File: src/rtl/wdtk_pkg.sv
// Package with register map, reset values and timing constants of the keyed watchdog.
package wdtk_pkg;

  // ************************************************
  // Register offsets
  // ************************************************
  localparam logic [7:0] ADDR_WDT_CTRL  = 8'h00;
  localparam logic [7:0] ADDR_RST_FLAGS = 8'h01;
  localparam logic [7:0] ADDR_WDT_STAT  = 8'h02;
  localparam logic [7:0] ADDR_SUB_SEL   = 8'h03;
  localparam logic [7:0] ADDR_IRQ_STAT  = 8'h04;
  localparam logic [7:0] ADDR_IRQ_MASK  = 8'h05;

  // ************************************************
  // Field positions and values
  // ************************************************
  localparam int          KEY_LSB        = 3;
  localparam int          FLAG_SYSCLK    = 7;
  localparam int          FLAG_KEYFAULT  = 0;
  localparam int          IRQ_TIMEOUT    = 0;
  localparam int          IRQ_KEYFAULT   = 1;
  localparam logic [4:0]  KEY_DISABLE    = 5'h15;
  localparam logic [4:0]  KEY_ENABLE     = 5'h0A;
  localparam logic [7:0]  WDT_CTRL_RESET = 8'h53;
  localparam logic [7:0]  FLAGS_RESET    = 8'h00;
  localparam logic [1:0]  IRQ_RESET      = 2'h0;
  localparam logic        SUB_SEL_RESET  = 1'b0;

  // ************************************************
  // Timing
  // ************************************************
  localparam int CLK_PERIOD_NS       = 50;
  localparam int SOFT_RESET_DELAY_NS = 90000;
  localparam int SOFT_RESET_CYCLES   = (SOFT_RESET_DELAY_NS + CLK_PERIOD_NS - 1) / CLK_PERIOD_NS;
  localparam int WDT_CNT_WIDTH       = 18;

  typedef enum logic [1:0] {
    WDTK_RUN  = 2'b00,
    WDTK_PEND = 2'b01,
    WDTK_FIRE = 2'b10
  } wdtk_key_state_t;

endpackage : wdtk_pkg

File: src/rtl/wdtk_sub_if.sv
// Interface carrying the sub clock selection and its tick between the watchdog modules.
`timescale 1ns/10ps
interface wdtk_sub_if;
  logic use_crystal;
  logic tick;
  modport core (output use_crystal, input tick);
  modport src  (input use_crystal, output tick);
endinterface : wdtk_sub_if

File: src/rtl/wdtk_watchdog.sv
// Keyed watchdog timer with register port, reset requests and interrupt.
//
// Operation
// Counter advances on sub clock, from RC or crystal source by select register.
// Time-out select picks period 2^8,10,12,14,15,16,17,18 sub clocks.
// Key 10101B disables the watchdog, key 01010B enables it.
// Any other key value requests device reset after soft reset delay.
// Reset from a bad key sets the key fault flag, bit 0.
// Software clears the key fault flag by writing 0; writing 1 does nothing.
// After reset the key field is 01010B and the time-out select 011.
// Overflow in normal run requests device reset and sets time-out flag.
// Overflow in sleep or idle sets time-out flag, resets only PC and SP.
// Count is cleared by bad-key reset, clear instruction, or halt.
// Software must clear the watchdog before the selected period elapses.
// Reset flag register bits 6 to 4 always read as zero.
// Halt with watchdog and low voltage detector off clears and stops the watchdog.
// Halt with sub clock running clears the watchdog, which resumes if enabled.
// Free running 18-bit counter, overflow at selected tap, clears to zero.
// Bad key reset pends for the delay, then is a one cycle request.
//
// The address-and-strobe port and the register addresses were chosen for this implementation.
`timescale 1ns/10ps
module wdtk_watchdog #(
  parameter int CNT_W        = wdtk_pkg::WDT_CNT_WIDTH,
  parameter int SRESET_CYCLES = wdtk_pkg::SOFT_RESET_CYCLES
) (
  input  wire logic       core_clk,
  input  wire logic       sys_rst,
  input  wire logic [7:0] reg_addr,
  input  wire logic [7:0] reg_wdata,
  input  wire logic       reg_wr,
  input  wire logic       reg_rd,
  output logic      [7:0] reg_rdata,
  input  wire logic       low_speed_rc_osc,
  input  wire logic       low_speed_crystal_osc,
  input  wire logic       clear_watchdog_instr,
  input  wire logic       halt_instr,
  input  wire logic       low_power_mode,
  input  wire logic       lvd_enabled,
  input  wire logic       wakeup,
  output logic            device_reset_req,
  output logic            pc_sp_reset_req,
  output logic            timeout_status_flag,
  output logic            key_fault_reset_flag,
  output logic            watchdog_enabled,
  output logic            watchdog_stopped,
  output logic            idle_sysclk_keep,
  output logic            irq
);
  import wdtk_pkg::*;

  // ************************************************
  // Elaboration checks
  // ************************************************
  if (CNT_W < 18) begin : g_bad_width
    $error("Counter must be at least 18 bits wide.");
  end
  if (SRESET_CYCLES < 1 || SRESET_CYCLES > 65535) begin : g_bad_delay
    $error("Soft reset delay must be 1 to 65535 cycles.");
  end

  // ************************************************
  // Declarations
  // ************************************************
  wdtk_sub_if sub ();

  logic [7:0]       wdt_ctrl_q;
  logic             keyfault_q;
  logic             sysclk_keep_q;
  logic             sub_sel_q;
  logic             timeout_q;
  logic             stopped_q;
  logic [1:0]       irq_stat_q;
  logic [1:0]       irq_mask_q;
  logic [CNT_W-1:0] cnt_q;
  logic [15:0]      delay_q;
  wdtk_key_state_t  key_state_q;
  logic [7:0]       rdata_q;
  logic             dev_rst_q;
  logic             pcsp_rst_q;
  logic [4:0]       key;
  logic             key_valid;
  logic             enabled;
  logic             fire;
  logic             clear_cnt;
  logic             at_tap;
  logic             overflow;
  logic             wr_ctrl;
  logic             wr_flags;
  logic             wr_stat;
  logic             wr_sel;
  logic             wr_istat;
  logic             wr_imask;
  logic [7:0]       rdata_d;

  // ************************************************
  // Helpers
  // ************************************************
  function automatic logic [CNT_W-1:0] tap_last(input logic [2:0] sel);
    int exp;
    case (sel)
      3'h0:    exp = 8;
      3'h1:    exp = 10;
      3'h2:    exp = 12;
      3'h3:    exp = 14;
      3'h4:    exp = 15;
      3'h5:    exp = 16;
      3'h6:    exp = 17;
      default: exp = 18;
    endcase
    return {CNT_W{1'b1}} >> (CNT_W - exp);
  endfunction : tap_last

  function automatic logic hit(input logic [7:0] addr, input logic [7:0] ref_addr);
    return addr == ref_addr;
  endfunction : hit

  // ************************************************
  // Sub clock source
  // ************************************************
  assign sub.use_crystal = sub_sel_q;

  wdtk_sub_clock u_sub_clock (
    .core_clk              (core_clk),
    .sys_rst               (sys_rst),
    .low_speed_rc_osc      (low_speed_rc_osc),
    .low_speed_crystal_osc (low_speed_crystal_osc),
    .sub                   (sub.src)
  );

  // ************************************************
  // Decode
  // ************************************************
  assign wr_ctrl  = reg_wr & hit(reg_addr, ADDR_WDT_CTRL);
  assign wr_flags = reg_wr & hit(reg_addr, ADDR_RST_FLAGS);
  assign wr_stat  = reg_wr & hit(reg_addr, ADDR_WDT_STAT);
  assign wr_sel   = reg_wr & hit(reg_addr, ADDR_SUB_SEL);
  assign wr_istat = reg_wr & hit(reg_addr, ADDR_IRQ_STAT);
  assign wr_imask = reg_wr & hit(reg_addr, ADDR_IRQ_MASK);

  assign key       = wdt_ctrl_q[7:KEY_LSB];
  assign key_valid = (key == KEY_ENABLE) || (key == KEY_DISABLE);
  assign enabled   = (key == KEY_ENABLE) && (key_state_q == WDTK_RUN);
  assign fire      = key_state_q == WDTK_FIRE;

  // ************************************************
  // Control register
  // ************************************************
  // A fired key fault returns the register to its power-on value, so the part restarts enabled.
  always_ff @(posedge core_clk) begin
    if (sys_rst) begin
      wdt_ctrl_q <= WDT_CTRL_RESET;
    end else if (fire) begin
      wdt_ctrl_q <= WDT_CTRL_RESET;
    end else if (wr_ctrl) begin
      wdt_ctrl_q <= reg_wdata;
    end
  end

  // ************************************************
  // Key check and soft reset delay
  // ************************************************
  // Once pending, the reset is not withdrawn by a later valid key.
  always_ff @(posedge core_clk) begin
    if (sys_rst) begin
      key_state_q <= WDTK_RUN;
      delay_q     <= 16'h0000;
    end else begin
      case (key_state_q)
        WDTK_RUN: begin
          if (!key_valid) begin
            key_state_q <= WDTK_PEND;
            delay_q     <= 16'(SRESET_CYCLES - 1);
          end
        end
        WDTK_PEND: begin
          if (delay_q == 16'h0000) begin
            key_state_q <= WDTK_FIRE;
          end else begin
            delay_q <= delay_q - 16'h0001;
          end
        end
        WDTK_FIRE: begin
          key_state_q <= WDTK_RUN;
        end
        default: begin
          key_state_q <= WDTK_RUN;
        end
      endcase
    end
  end

  // ************************************************
  // Reset flag register
  // ************************************************
  always_ff @(posedge core_clk) begin
    if (sys_rst) begin
      keyfault_q    <= FLAGS_RESET[FLAG_KEYFAULT];
      sysclk_keep_q <= FLAGS_RESET[FLAG_SYSCLK];
    end else begin
      if (fire) begin
        keyfault_q <= 1'b1;
      end else if (wr_flags && !reg_wdata[FLAG_KEYFAULT]) begin
        keyfault_q <= 1'b0;
      end
      if (wr_flags) begin
        sysclk_keep_q <= reg_wdata[FLAG_SYSCLK];
      end
    end
  end

  // ************************************************
  // Sub clock select
  // ************************************************
  always_ff @(posedge core_clk) begin
    if (sys_rst) begin
      sub_sel_q <= SUB_SEL_RESET;
    end else if (wr_sel) begin
      sub_sel_q <= reg_wdata[0];
    end
  end

  // ************************************************
  // Stop state for halt with everything off
  // ************************************************
  always_ff @(posedge core_clk) begin
    if (sys_rst) begin
      stopped_q <= 1'b0;
    end else if (halt_instr) begin
      stopped_q <= !enabled && !lvd_enabled;
    end else if (wakeup) begin
      stopped_q <= 1'b0;
    end
  end

  // ************************************************
  // Watchdog counter
  // ************************************************
  assign clear_cnt = fire || clear_watchdog_instr || halt_instr;
  assign at_tap    = cnt_q == tap_last(wdt_ctrl_q[2:0]);
  assign overflow  = sub.tick && enabled && !stopped_q && at_tap && !clear_cnt;

  always_ff @(posedge core_clk) begin
    if (sys_rst) begin
      cnt_q <= '0;
    end else if (clear_cnt) begin
      cnt_q <= '0;
    end else if (sub.tick && enabled && !stopped_q) begin
      if (at_tap) begin
        cnt_q <= '0;
      end else begin
        cnt_q <= cnt_q + 1'b1;
      end
    end
  end

  // ************************************************
  // Reset requests
  // ************************************************
  always_ff @(posedge core_clk) begin
    if (sys_rst) begin
      dev_rst_q  <= 1'b0;
      pcsp_rst_q <= 1'b0;
    end else begin
      dev_rst_q  <= fire || (overflow && !low_power_mode);
      pcsp_rst_q <= overflow && low_power_mode;
    end
  end

  // ************************************************
  // Time-out flag
  // ************************************************
  // Halt clears the flag; it also clears the counter, so no overflow can occur in the same cycle.
  always_ff @(posedge core_clk) begin
    if (sys_rst) begin
      timeout_q <= 1'b0;
    end else if (overflow) begin
      timeout_q <= 1'b1;
    end else if (halt_instr || (wr_stat && !reg_wdata[0])) begin
      timeout_q <= 1'b0;
    end
  end

  // ************************************************
  // Interrupt status and mask
  // ************************************************
  always_ff @(posedge core_clk) begin
    if (sys_rst) begin
      irq_stat_q <= IRQ_RESET;
    end else begin
      if (overflow) begin
        irq_stat_q[IRQ_TIMEOUT] <= 1'b1;
      end else if (wr_istat && reg_wdata[IRQ_TIMEOUT]) begin
        irq_stat_q[IRQ_TIMEOUT] <= 1'b0;
      end
      if (fire) begin
        irq_stat_q[IRQ_KEYFAULT] <= 1'b1;
      end else if (wr_istat && reg_wdata[IRQ_KEYFAULT]) begin
        irq_stat_q[IRQ_KEYFAULT] <= 1'b0;
      end
    end
  end

  always_ff @(posedge core_clk) begin
    if (sys_rst) begin
      irq_mask_q <= IRQ_RESET;
    end else if (wr_imask) begin
      irq_mask_q <= reg_wdata[1:0];
    end
  end

  // ************************************************
  // Read port
  // ************************************************
  always_comb begin
    rdata_d = 8'h00;
    case (reg_addr)
      ADDR_WDT_CTRL:  rdata_d = wdt_ctrl_q;
      ADDR_RST_FLAGS: rdata_d = {sysclk_keep_q, 3'h0, 3'h0, keyfault_q};
      ADDR_WDT_STAT:  rdata_d = {5'h00, (key_state_q != WDTK_RUN), stopped_q, timeout_q};
      ADDR_SUB_SEL:   rdata_d = {7'h00, sub_sel_q};
      ADDR_IRQ_STAT:  rdata_d = {6'h00, irq_stat_q};
      ADDR_IRQ_MASK:  rdata_d = {6'h00, irq_mask_q};
      default:        rdata_d = 8'h00;
    endcase
  end

  // Read data stand for exactly the cycle after the strobe.
  always_ff @(posedge core_clk) begin
    if (sys_rst) begin
      rdata_q <= 8'h00;
    end else if (reg_rd) begin
      rdata_q <= rdata_d;
    end else begin
      rdata_q <= 8'h00;
    end
  end

  // ************************************************
  // Outputs
  // ************************************************
  assign reg_rdata            = rdata_q;
  assign device_reset_req     = dev_rst_q;
  assign pc_sp_reset_req      = pcsp_rst_q;
  assign timeout_status_flag  = timeout_q;
  assign key_fault_reset_flag = keyfault_q;
  assign watchdog_enabled     = enabled;
  assign watchdog_stopped     = stopped_q;
  assign idle_sysclk_keep     = sysclk_keep_q;
  assign irq                  = |(irq_stat_q & irq_mask_q);

endmodule : wdtk_watchdog

File: src/rtl/wdtk_sub_clock.sv
// Sub clock source selection, synchronisation and tick generation.
`timescale 1ns/10ps
module wdtk_sub_clock (
  input  wire logic core_clk,
  input  wire logic sys_rst,
  input  wire logic low_speed_rc_osc,
  input  wire logic low_speed_crystal_osc,
  wdtk_sub_if.src   sub
);

  logic [1:0] rc_sync_q;
  logic [1:0] xt_sync_q;
  logic       sel_prev_q;
  logic       tick_q;

  // ************************************************
  // Synchronisers
  // ************************************************
  always_ff @(posedge core_clk) begin
    if (sys_rst) begin
      rc_sync_q <= 2'h0;
      xt_sync_q <= 2'h0;
    end else begin
      rc_sync_q <= {rc_sync_q[0], low_speed_rc_osc};
      xt_sync_q <= {xt_sync_q[0], low_speed_crystal_osc};
    end
  end

  // ************************************************
  // Rising edge of the selected source
  // ************************************************
  // Switching source may yield one stray tick; a single extra count is harmless to the time-out.
  always_ff @(posedge core_clk) begin
    if (sys_rst) begin
      sel_prev_q <= 1'b0;
      tick_q     <= 1'b0;
    end else begin
      sel_prev_q <= sub.use_crystal ? xt_sync_q[1] : rc_sync_q[1];
      tick_q     <= (sub.use_crystal ? xt_sync_q[1] : rc_sync_q[1]) & ~sel_prev_q;
    end
  end

  assign sub.tick = tick_q;

endmodule : wdtk_sub_clock

File: config.mk
export PLATFORM = sky130hd
export DESIGN_NAME = wdtk_watchdog
export DESIGN_NICKNAME = d
export VERILOG_FILES = /design/src/rtl/wdtk_pkg.sv /design/src/rtl/wdtk_sub_if.sv /design/src/rtl/wdtk_watchdog.sv /design/src/rtl/wdtk_sub_clock.sv
export SDC_FILE = /design/constraint.sdc
export NUM_CORES = 1
export LEC_CHECK = 0
export ABC_AREA = 1
export BUFFER_PORTS_ARGS = -buffer_cell sky130_fd_sc_hd__buf_2
export CAP_MARGIN = 10
export CORE_UTILIZATION = 40
export DETAILED_ROUTE_END_ITERATION = 7
export SLEW_MARGIN = 20
export SYNTH_ARGS = -nofsm -noshare
export SYNTH_HDL_FRONTEND = slang
export SYNTH_SLANG_ARGS = --single-unit
File: constraint.sdc
create_clock -name core_clk -period 2.5 [get_ports core_clk]
set_clock_uncertainty 0.05 [all_clocks]
set_input_delay 0.25 -clock core_clk [delete_from_list [all_inputs] [get_ports core_clk]]
set_output_delay 0.25 -clock core_clk [all_outputs]
set_load 0.02 [all_outputs]
==> results of run 1 <==
-- metal layers --
metal / global-route usage / up-vias
met4: 0.0815 / 0
met3: 0.0332 / 13
met2: 0.317 / 76
li1: - / 1794
met5: 0 / -
met1: 0.279 / 1527
-- cell usage after synthesis (2+ instances only) --
cell      count
nand4_1      11
clkbuf_1      3
a211oi_1      2
nor4_1        3
o211ai_1      8
nor3_2        3
inv_2         4
xor2_1       13
ha_1          3
nor2_2       18
nand3b_1      3
a21oi_2       2
clkinv_1      2
nand2_2       5
nand2_1     105
a31oi_1       2
nand3_1      28
o21ai_0      20
dfxtp_1      69
nor2_1       75
a21oi_1      32
nor2_4        3
inv_1        73
nor3_1       21
-- what timing repair did --
item / 4_1_cts / 5_1_grt
endpoints found under the hold margin: 0 / 0
resized for setup: 0 / 3
setup endpoints to repair: 0 / 17
-- through the flow --
step	hold WS (ns)	setup slack [ns]	cells	utilization	cell area, sq um
after global placement	0.333	0.201	673	0.454	3940
after global routing	0.0413	0.00862	689	0.480	4160
after CTS	0.0364	0.139	689	0.478	4150
after detailed placement	0.340	0.159	673	0.454	3940
final	0.0493	0.265	689	0.480	4160
after floorplan	0.307	0.136	523	-	3580
-- registers in the layout (all words and copies together), names as in the netlist, 2 cells and up --
name / cells
cnt_q: 18
wdt_ctrl_q: 8
key_state_q: 2
irq_mask_q: 2
u_sub_clock.xt_sync_q: 2
delay_q: 16
u_sub_clock.rc_sync_q: 2
reg_rdata: 8
irq_stat_q: 2
-- report_power, final --
part | total, mW | switching (mW) | internal [mW]
logic | 0.132 | 0.0852 | 0.0469
registers | 1.11 | 0.00527 | 1.11
clock network | 0.970 | 0.495 | 0.474
total | 2.21 | 0.586 | 1.63
-- final cells by class --
| type | instances | share of cell area |
|---|---|---|
| repair buffers | 48 | 0.0613 |
| well taps | 108 | 0.0325 |
| clock inverters | 7 | 0.0195 |
| inverters | 79 | 0.0712 |
| multi-input cells | 369 | 0.454 |
| clock buffers | 9 | 0.0298 |
| flip-flops and latches | 69 | 0.332 |
-- worst paths after layout --
path                          start                       end  slack (ns)
max reg2reg           wdt_ctrl_q[0]                 cnt_q[16]        0.26
max                   wdt_ctrl_q[0]                 cnt_q[16]        0.26
min                low_speed_rc_osc  u_sub_clock.rc_sync_q[0]        0.05
min reg2reg  u_sub_clock.sel_prev_q      u_sub_clock.sub.tick        0.35
-- logic make-up after synthesis --
family	Yosys count
AND/OR/NAND/NOR	281
buffers and inverters	85
AO/OA/AOI/OAI	71
flip-flops	69
XOR/XNOR	14
adder cells (fa/ha/maj)	3
-- critical path, delay by kind of cell, from the launching register on --
| kind | cells | cell delay (ns) |
|---|---|---|
| AND/OR/NAND/NOR | 8 | 0.77 |
| buffers and inverters | 4 | 0.35 |
| flip-flops | 1 | 0.35 |
| adder cells (fa/ha/maj) | 1 | 0.32 |
| AO/OA/AOI/OAI | 1 | 0.15 |
| XOR/XNOR | 1 | 0.14 |
==> flow_summary.json, run 1 <==
{
  "synth_area_leaders": "dfxtp_1 (39%), nand2_1 (11%), nor2_1 (7.9%)",
  "antenna_left": 0,
  "drc": 0,
  "clk_pin_slew_ns": 0.09,
  "critical_path_class": "flop to flop",
  "synth_compound_area_frac": 0.112,
  "power_mw": 2.21,
  "vias": 3410,
  "dieArea_sq_um": 9340,
  "rsz0062_at_grt": "false",
  "worst_path_max_delay_cell": "dfxtp_1",
  "die_h_um": 96.7,
  "grt_usage": 0.203,
  "ys_ff_latch": 69,
  "multi_input_comb_area_sq_um": 1890,
  "antenna_found_initial": 0,
  "layout_commonest_cell": "nand2_1",
  "drt_iter0_drc": 130,
  "seq_area_sq_um": 1380,
  "met2_wirelength_um": 3980,
  "synth_top_area_frac": 0.385,
  "post-route-min-period_ns": 2.24,
  "synthAdderAreaFrac": 0.0105,
  "gp_congestion": 0.897,
  "nFillCells": 904,
  "maxCapViolations": 0,
  "start_util": 0.413,
  "muxShareOfSynthArea": 0,
  "cts_setup_buffers": 0,
  "synthFlopType": "dfxtp_1",
  "hold_viol": 0,
  "grt_pass1_wl_um": 15400,
  "ys_warn_count": 0,
  "maxSlewViolCount": 0,
  "power.density_nw_per_um2": 532,
  "antennaDiodeCount": 0,
  "root_buffer": "clkbuf_8",
  "critPathMaxFanout": 10,
  "drt-vias-per-instance": 4.95,
  "synth_top_family_by_area": "simple AND/OR/NAND/NOR gates",
  "final.setup.tns_ns": 0,
  "syn-mean-instance-area_sq_um": 6.85,
  "critPathLaunchType": "flop",
  "rr_worst_depth": 15,
  "maxUsedRoutingLayer": "met4",
  "die_x_um": 96.7,
  "relSlewSlack": 0.552,
  "synth-async-reset-ratio": 0,
  "vdd_drop_max_v": 0.000275,
  "synth_edf_count": 0,
  "cp_cell_sequence": "inv_2 > a21oi_2 > inv_1 > ha_1 > inv_2 > nand2_1 > xor2_1 > nor2_1 > nand3_1 > nor2_2 > inv_2 > nor2_4 > nor2_2 > nand2_1 > nor2_1",
  "final_nets": 606,
  "syn_area_sq_um": 3580,
  "worst_slew_pin_slew_ns": 0.666,
  "grt_max_degree": 16,
  "pin_count": 43,
  "worstPathRequired_ns": 2.70,
  "synth_top_cell_by_area": "dfxtp_1",
  "num_rows": 34,
  "postCtsHoldBufs": 0,
  "drive_above_1_share": 0.179,
  "cts_sinks": 69,
  "min_path_type": "primary input to flop",
  "fin_crit_sh": 0.894,
  "core_area_sq_um": 8680,
  "fmax_mhz": 447,
  "yosysSeqAreaShare": 0.385,
  "grt_overflow": 0,
  "cp-end-kind": "flop",
  "crit_top_cell": "inv_2",
  "layout_common_cells": "nand2_1 (105), nor2_1 (75), inv_1 (73), dfxtp_1 (69), buf_2 (42)",
  "wirelength_met1_um": 4390,
  "drt_pre_antenna_iters": 6,
  "hpwl_um": 6860,
  "routed_wl_um": 8850,
  "cts_buffers": 9,
  "setup_viol": 0,
  "worstHoldPathCells": 3,
  "area_delta_synth_final_pct": 16.1,
  "port_buffers": 42,
  "synthCells": 523,
  "critPathMaxStageDelay_ns": 0.35,
  "yosys.area_share.simple": 0.365,
  "mappedNetlistNets": 553,
  "synth.distinct_cells": 39,
  "clock_latency_ns": 0.36,
  "clock_path_buffers": 2,
  "run_status": "complete, no violations",
  "met3_length_um": 335,
  "cts_tree": "yes",
  "synth_xor_area_frac": 0.0342,
  "first_global_vias": 3249,
  "h-tree-depth": 3,
  "wire_per_inst_um": 12.8,
  "p_leak_nw": 1.79,
  "crit_arrival_ns": 2.44
}
Note: power is estimated with default switching activity, not from simulation.
==> inputs of run 2 (changes only) <==
- MAX_ROUTING_LAYER: default -> met4
==> run 2 against run 1 <==
  * Non-clock buffer count is the same
  * Critical endpoint is now pc_sp_reset_req
  * Critical path depth shrank 1
  * Highest routed layer unchanged
  * Global-route usage grew 0.16 points
  * Final cell count is the same
  * Core utilization shrank 0.29 points
  * Design area shrank 0.60%
==> flow_summary.json, run 2 (synthesis gave the netlist of run 1 again) <==
{
  "run_status": "complete, no violations",
  "intPower_mw": 1.53,
  "final_nets": 606,
  "grt_usage": 0.205,
  "p_switching_mw": 0.570,
  "maxSlewViolCount": 0,
  "start_util": 0.413,
  "combPwrFrac": 0.063,
  "layout_common_cells": "nand2_1 (105), nor2_1 (75), inv_1 (73), dfxtp_1 (69), buf_2 (42)",
  "largest_reg_flops": 18,
  "cts_sinks": 69,
  "crit_arrival_ns": 2.48,
  "clock_latency_ns": 0.35,
  "first_global_vias": 3330,
  "setup_viol": 0,
  "antennaDiodeCount": 0,
  "grt_max_degree": 19,
  "grt_pass1_wl_um": 15100,
  "final.setup.tns_ns": 0,
  "area_delta_synth_final_pct": 15.4,
  "drt_pre_antenna_iters": 4,
  "finalWorstSetupSlack_ns": 0.215,
  "relSlewSlack": 0.551,
  "critical_path_class": "flop to flop",
  "pwr-share-seq": 0.531,
  "postCtsHoldBufs": 0,
  "vias": 3429,
  "r2r_start": "wdt_ctrl_q[0]",
  "drt-vias-per-instance": 4.98,
  "pin_count": 43,
  "nFillCells": 898,
  "hpwl_um": 6850,
  "hp-start": "low_speed_rc_osc",
  "core_area_sq_um": 8680,
  "grt_overflow": 0,
  "clk_pin_slew_ns": 0.08,
  "drc": 0,
  "die_h_um": 96.7,
  "min_path_type": "primary input to flop",
  "port_buffers": 42,
  "critical_path.startpoint": "wdt_ctrl_q[0]",
  "antenna_left": 0,
  "power.density_nw_per_um2": 506,
  "h-tree-depth": 3,
  "fin_crit_sh": 0.914,
  "maxCapViolations": 0,
  "routed_wl_um": 8800,
  "cp-end-kind": "flop",
  "cts_tree": "yes",
  "worstPathRequired_ns": 2.70,
  "p_leak_nw": 1.79,
  "sw_frac_of_total": 0.272,
  "num_rows": 34,
  "die_x_um": 96.7,
  "rsz0062_at_grt": "false",
  "clock_path_buffers": 2,
  "dieArea_sq_um": 9340,
  "top_register": "cnt_q",
  "critPathLaunchType": "flop",
  "pre_cts_ws_ns": 0.114,
  "gp_congestion": 0.901,
  "critPathMaxFanout": 10,
  "fmax_mhz": 438,
  "drive_above_1_share": 0.179,
  "root_buffer": "clkbuf_8",
  "wire_per_inst_um": 12.8,
  "reg.largest.list": "cnt_q: 18 flops, delay_q: 16 flops",
  "layout_commonest_cell": "nand2_1",
  "drt_iter0_drc": 107,
  "hold_viol": 0,
  "p_clk_frac": 0.406,
  "antenna_found_initial": 0,
  "post-route-min-period_ns": 2.28,
  "worst_slew_pin_slew_ns": 0.667,
  "vdd_drop_max_v": 0.000206,
  "cts_buffers": 9
}
==> run 2: timing repair <==
action / 4_1_cts / 5_1_grt
setup endpoints to repair: 0 / 18
gates resized for setup: 0 / 3
setup buffers: 0 / 0
==> run 2: final timing paths <==
kind / to / slack, ns / cells after the start
max reg2reg: pc_sp_reset_req / 0.22 / 14
min: u_sub_clock.rc_sync_q[0] / 0.06 / 3
max: pc_sp_reset_req / 0.22 / 14
min reg2reg: u_sub_clock.sub.tick / 0.35 / 1
==> run 2: through the flow <==
step                total power, mW  hold slack (ns)  area [sq um]  instances   util
CTS                            2.12           0.0461          4120        689  0.475
detailed placement             1.27            0.343          3940        673  0.454
global route                   2.18           0.0654          4140        689  0.477
global placement               1.27            0.331          3940        673  0.454
floorplan                      1.22            0.307          3580        523      -
finish                         2.10           0.0558          4140        689  0.477
==> run 2: critical path, stage by stage (launching register included) <==
cell and delay [ns]:
dfxtp_1 0.35, inv_2 0.09, a21oi_2 0.15, inv_1 0.06, ha_1 0.36, inv_2 0.10
nor2_4 0.15, nand3_1 0.08, nand2_1 0.07, nand2_1 0.06, nor2_1 0.12, nand2_1 0.08
nor2_2 0.11, nand2_2 0.12, nor3_1 0.24
==> run 2: power by group through the flow <==
stage	Sequential [mW]	Combinational [mW]	Clock, mW
2_1_floorplan	1.14	0.0824	0
3_3_place_gp	1.14	0.129	0
3_5_place_dp	1.14	0.130	0
4_1_cts	1.11	0.131	0.875
5_1_grt	1.11	0.150	0.917
6_report	1.11	0.132	0.851
==> run 2: cell type report <==
type                       instances  area [sq um]  area share
multi-input combinational        369          1890       0.457
sequential                        69          1380       0.334
inverter                          79           297      0.0717
timing repair buffer              48           255      0.0617
tap                              108           135      0.0327
clock buffer                       9           124      0.0299
clock inverter                     7          56.3      0.0136
==> run 2: per-layer routing <==
layer	GRT usage	wire length, um
met5	-	0
met3	0.0332	420
met4	0.0769	169
met2	0.322	3900
met1	0.265	4320
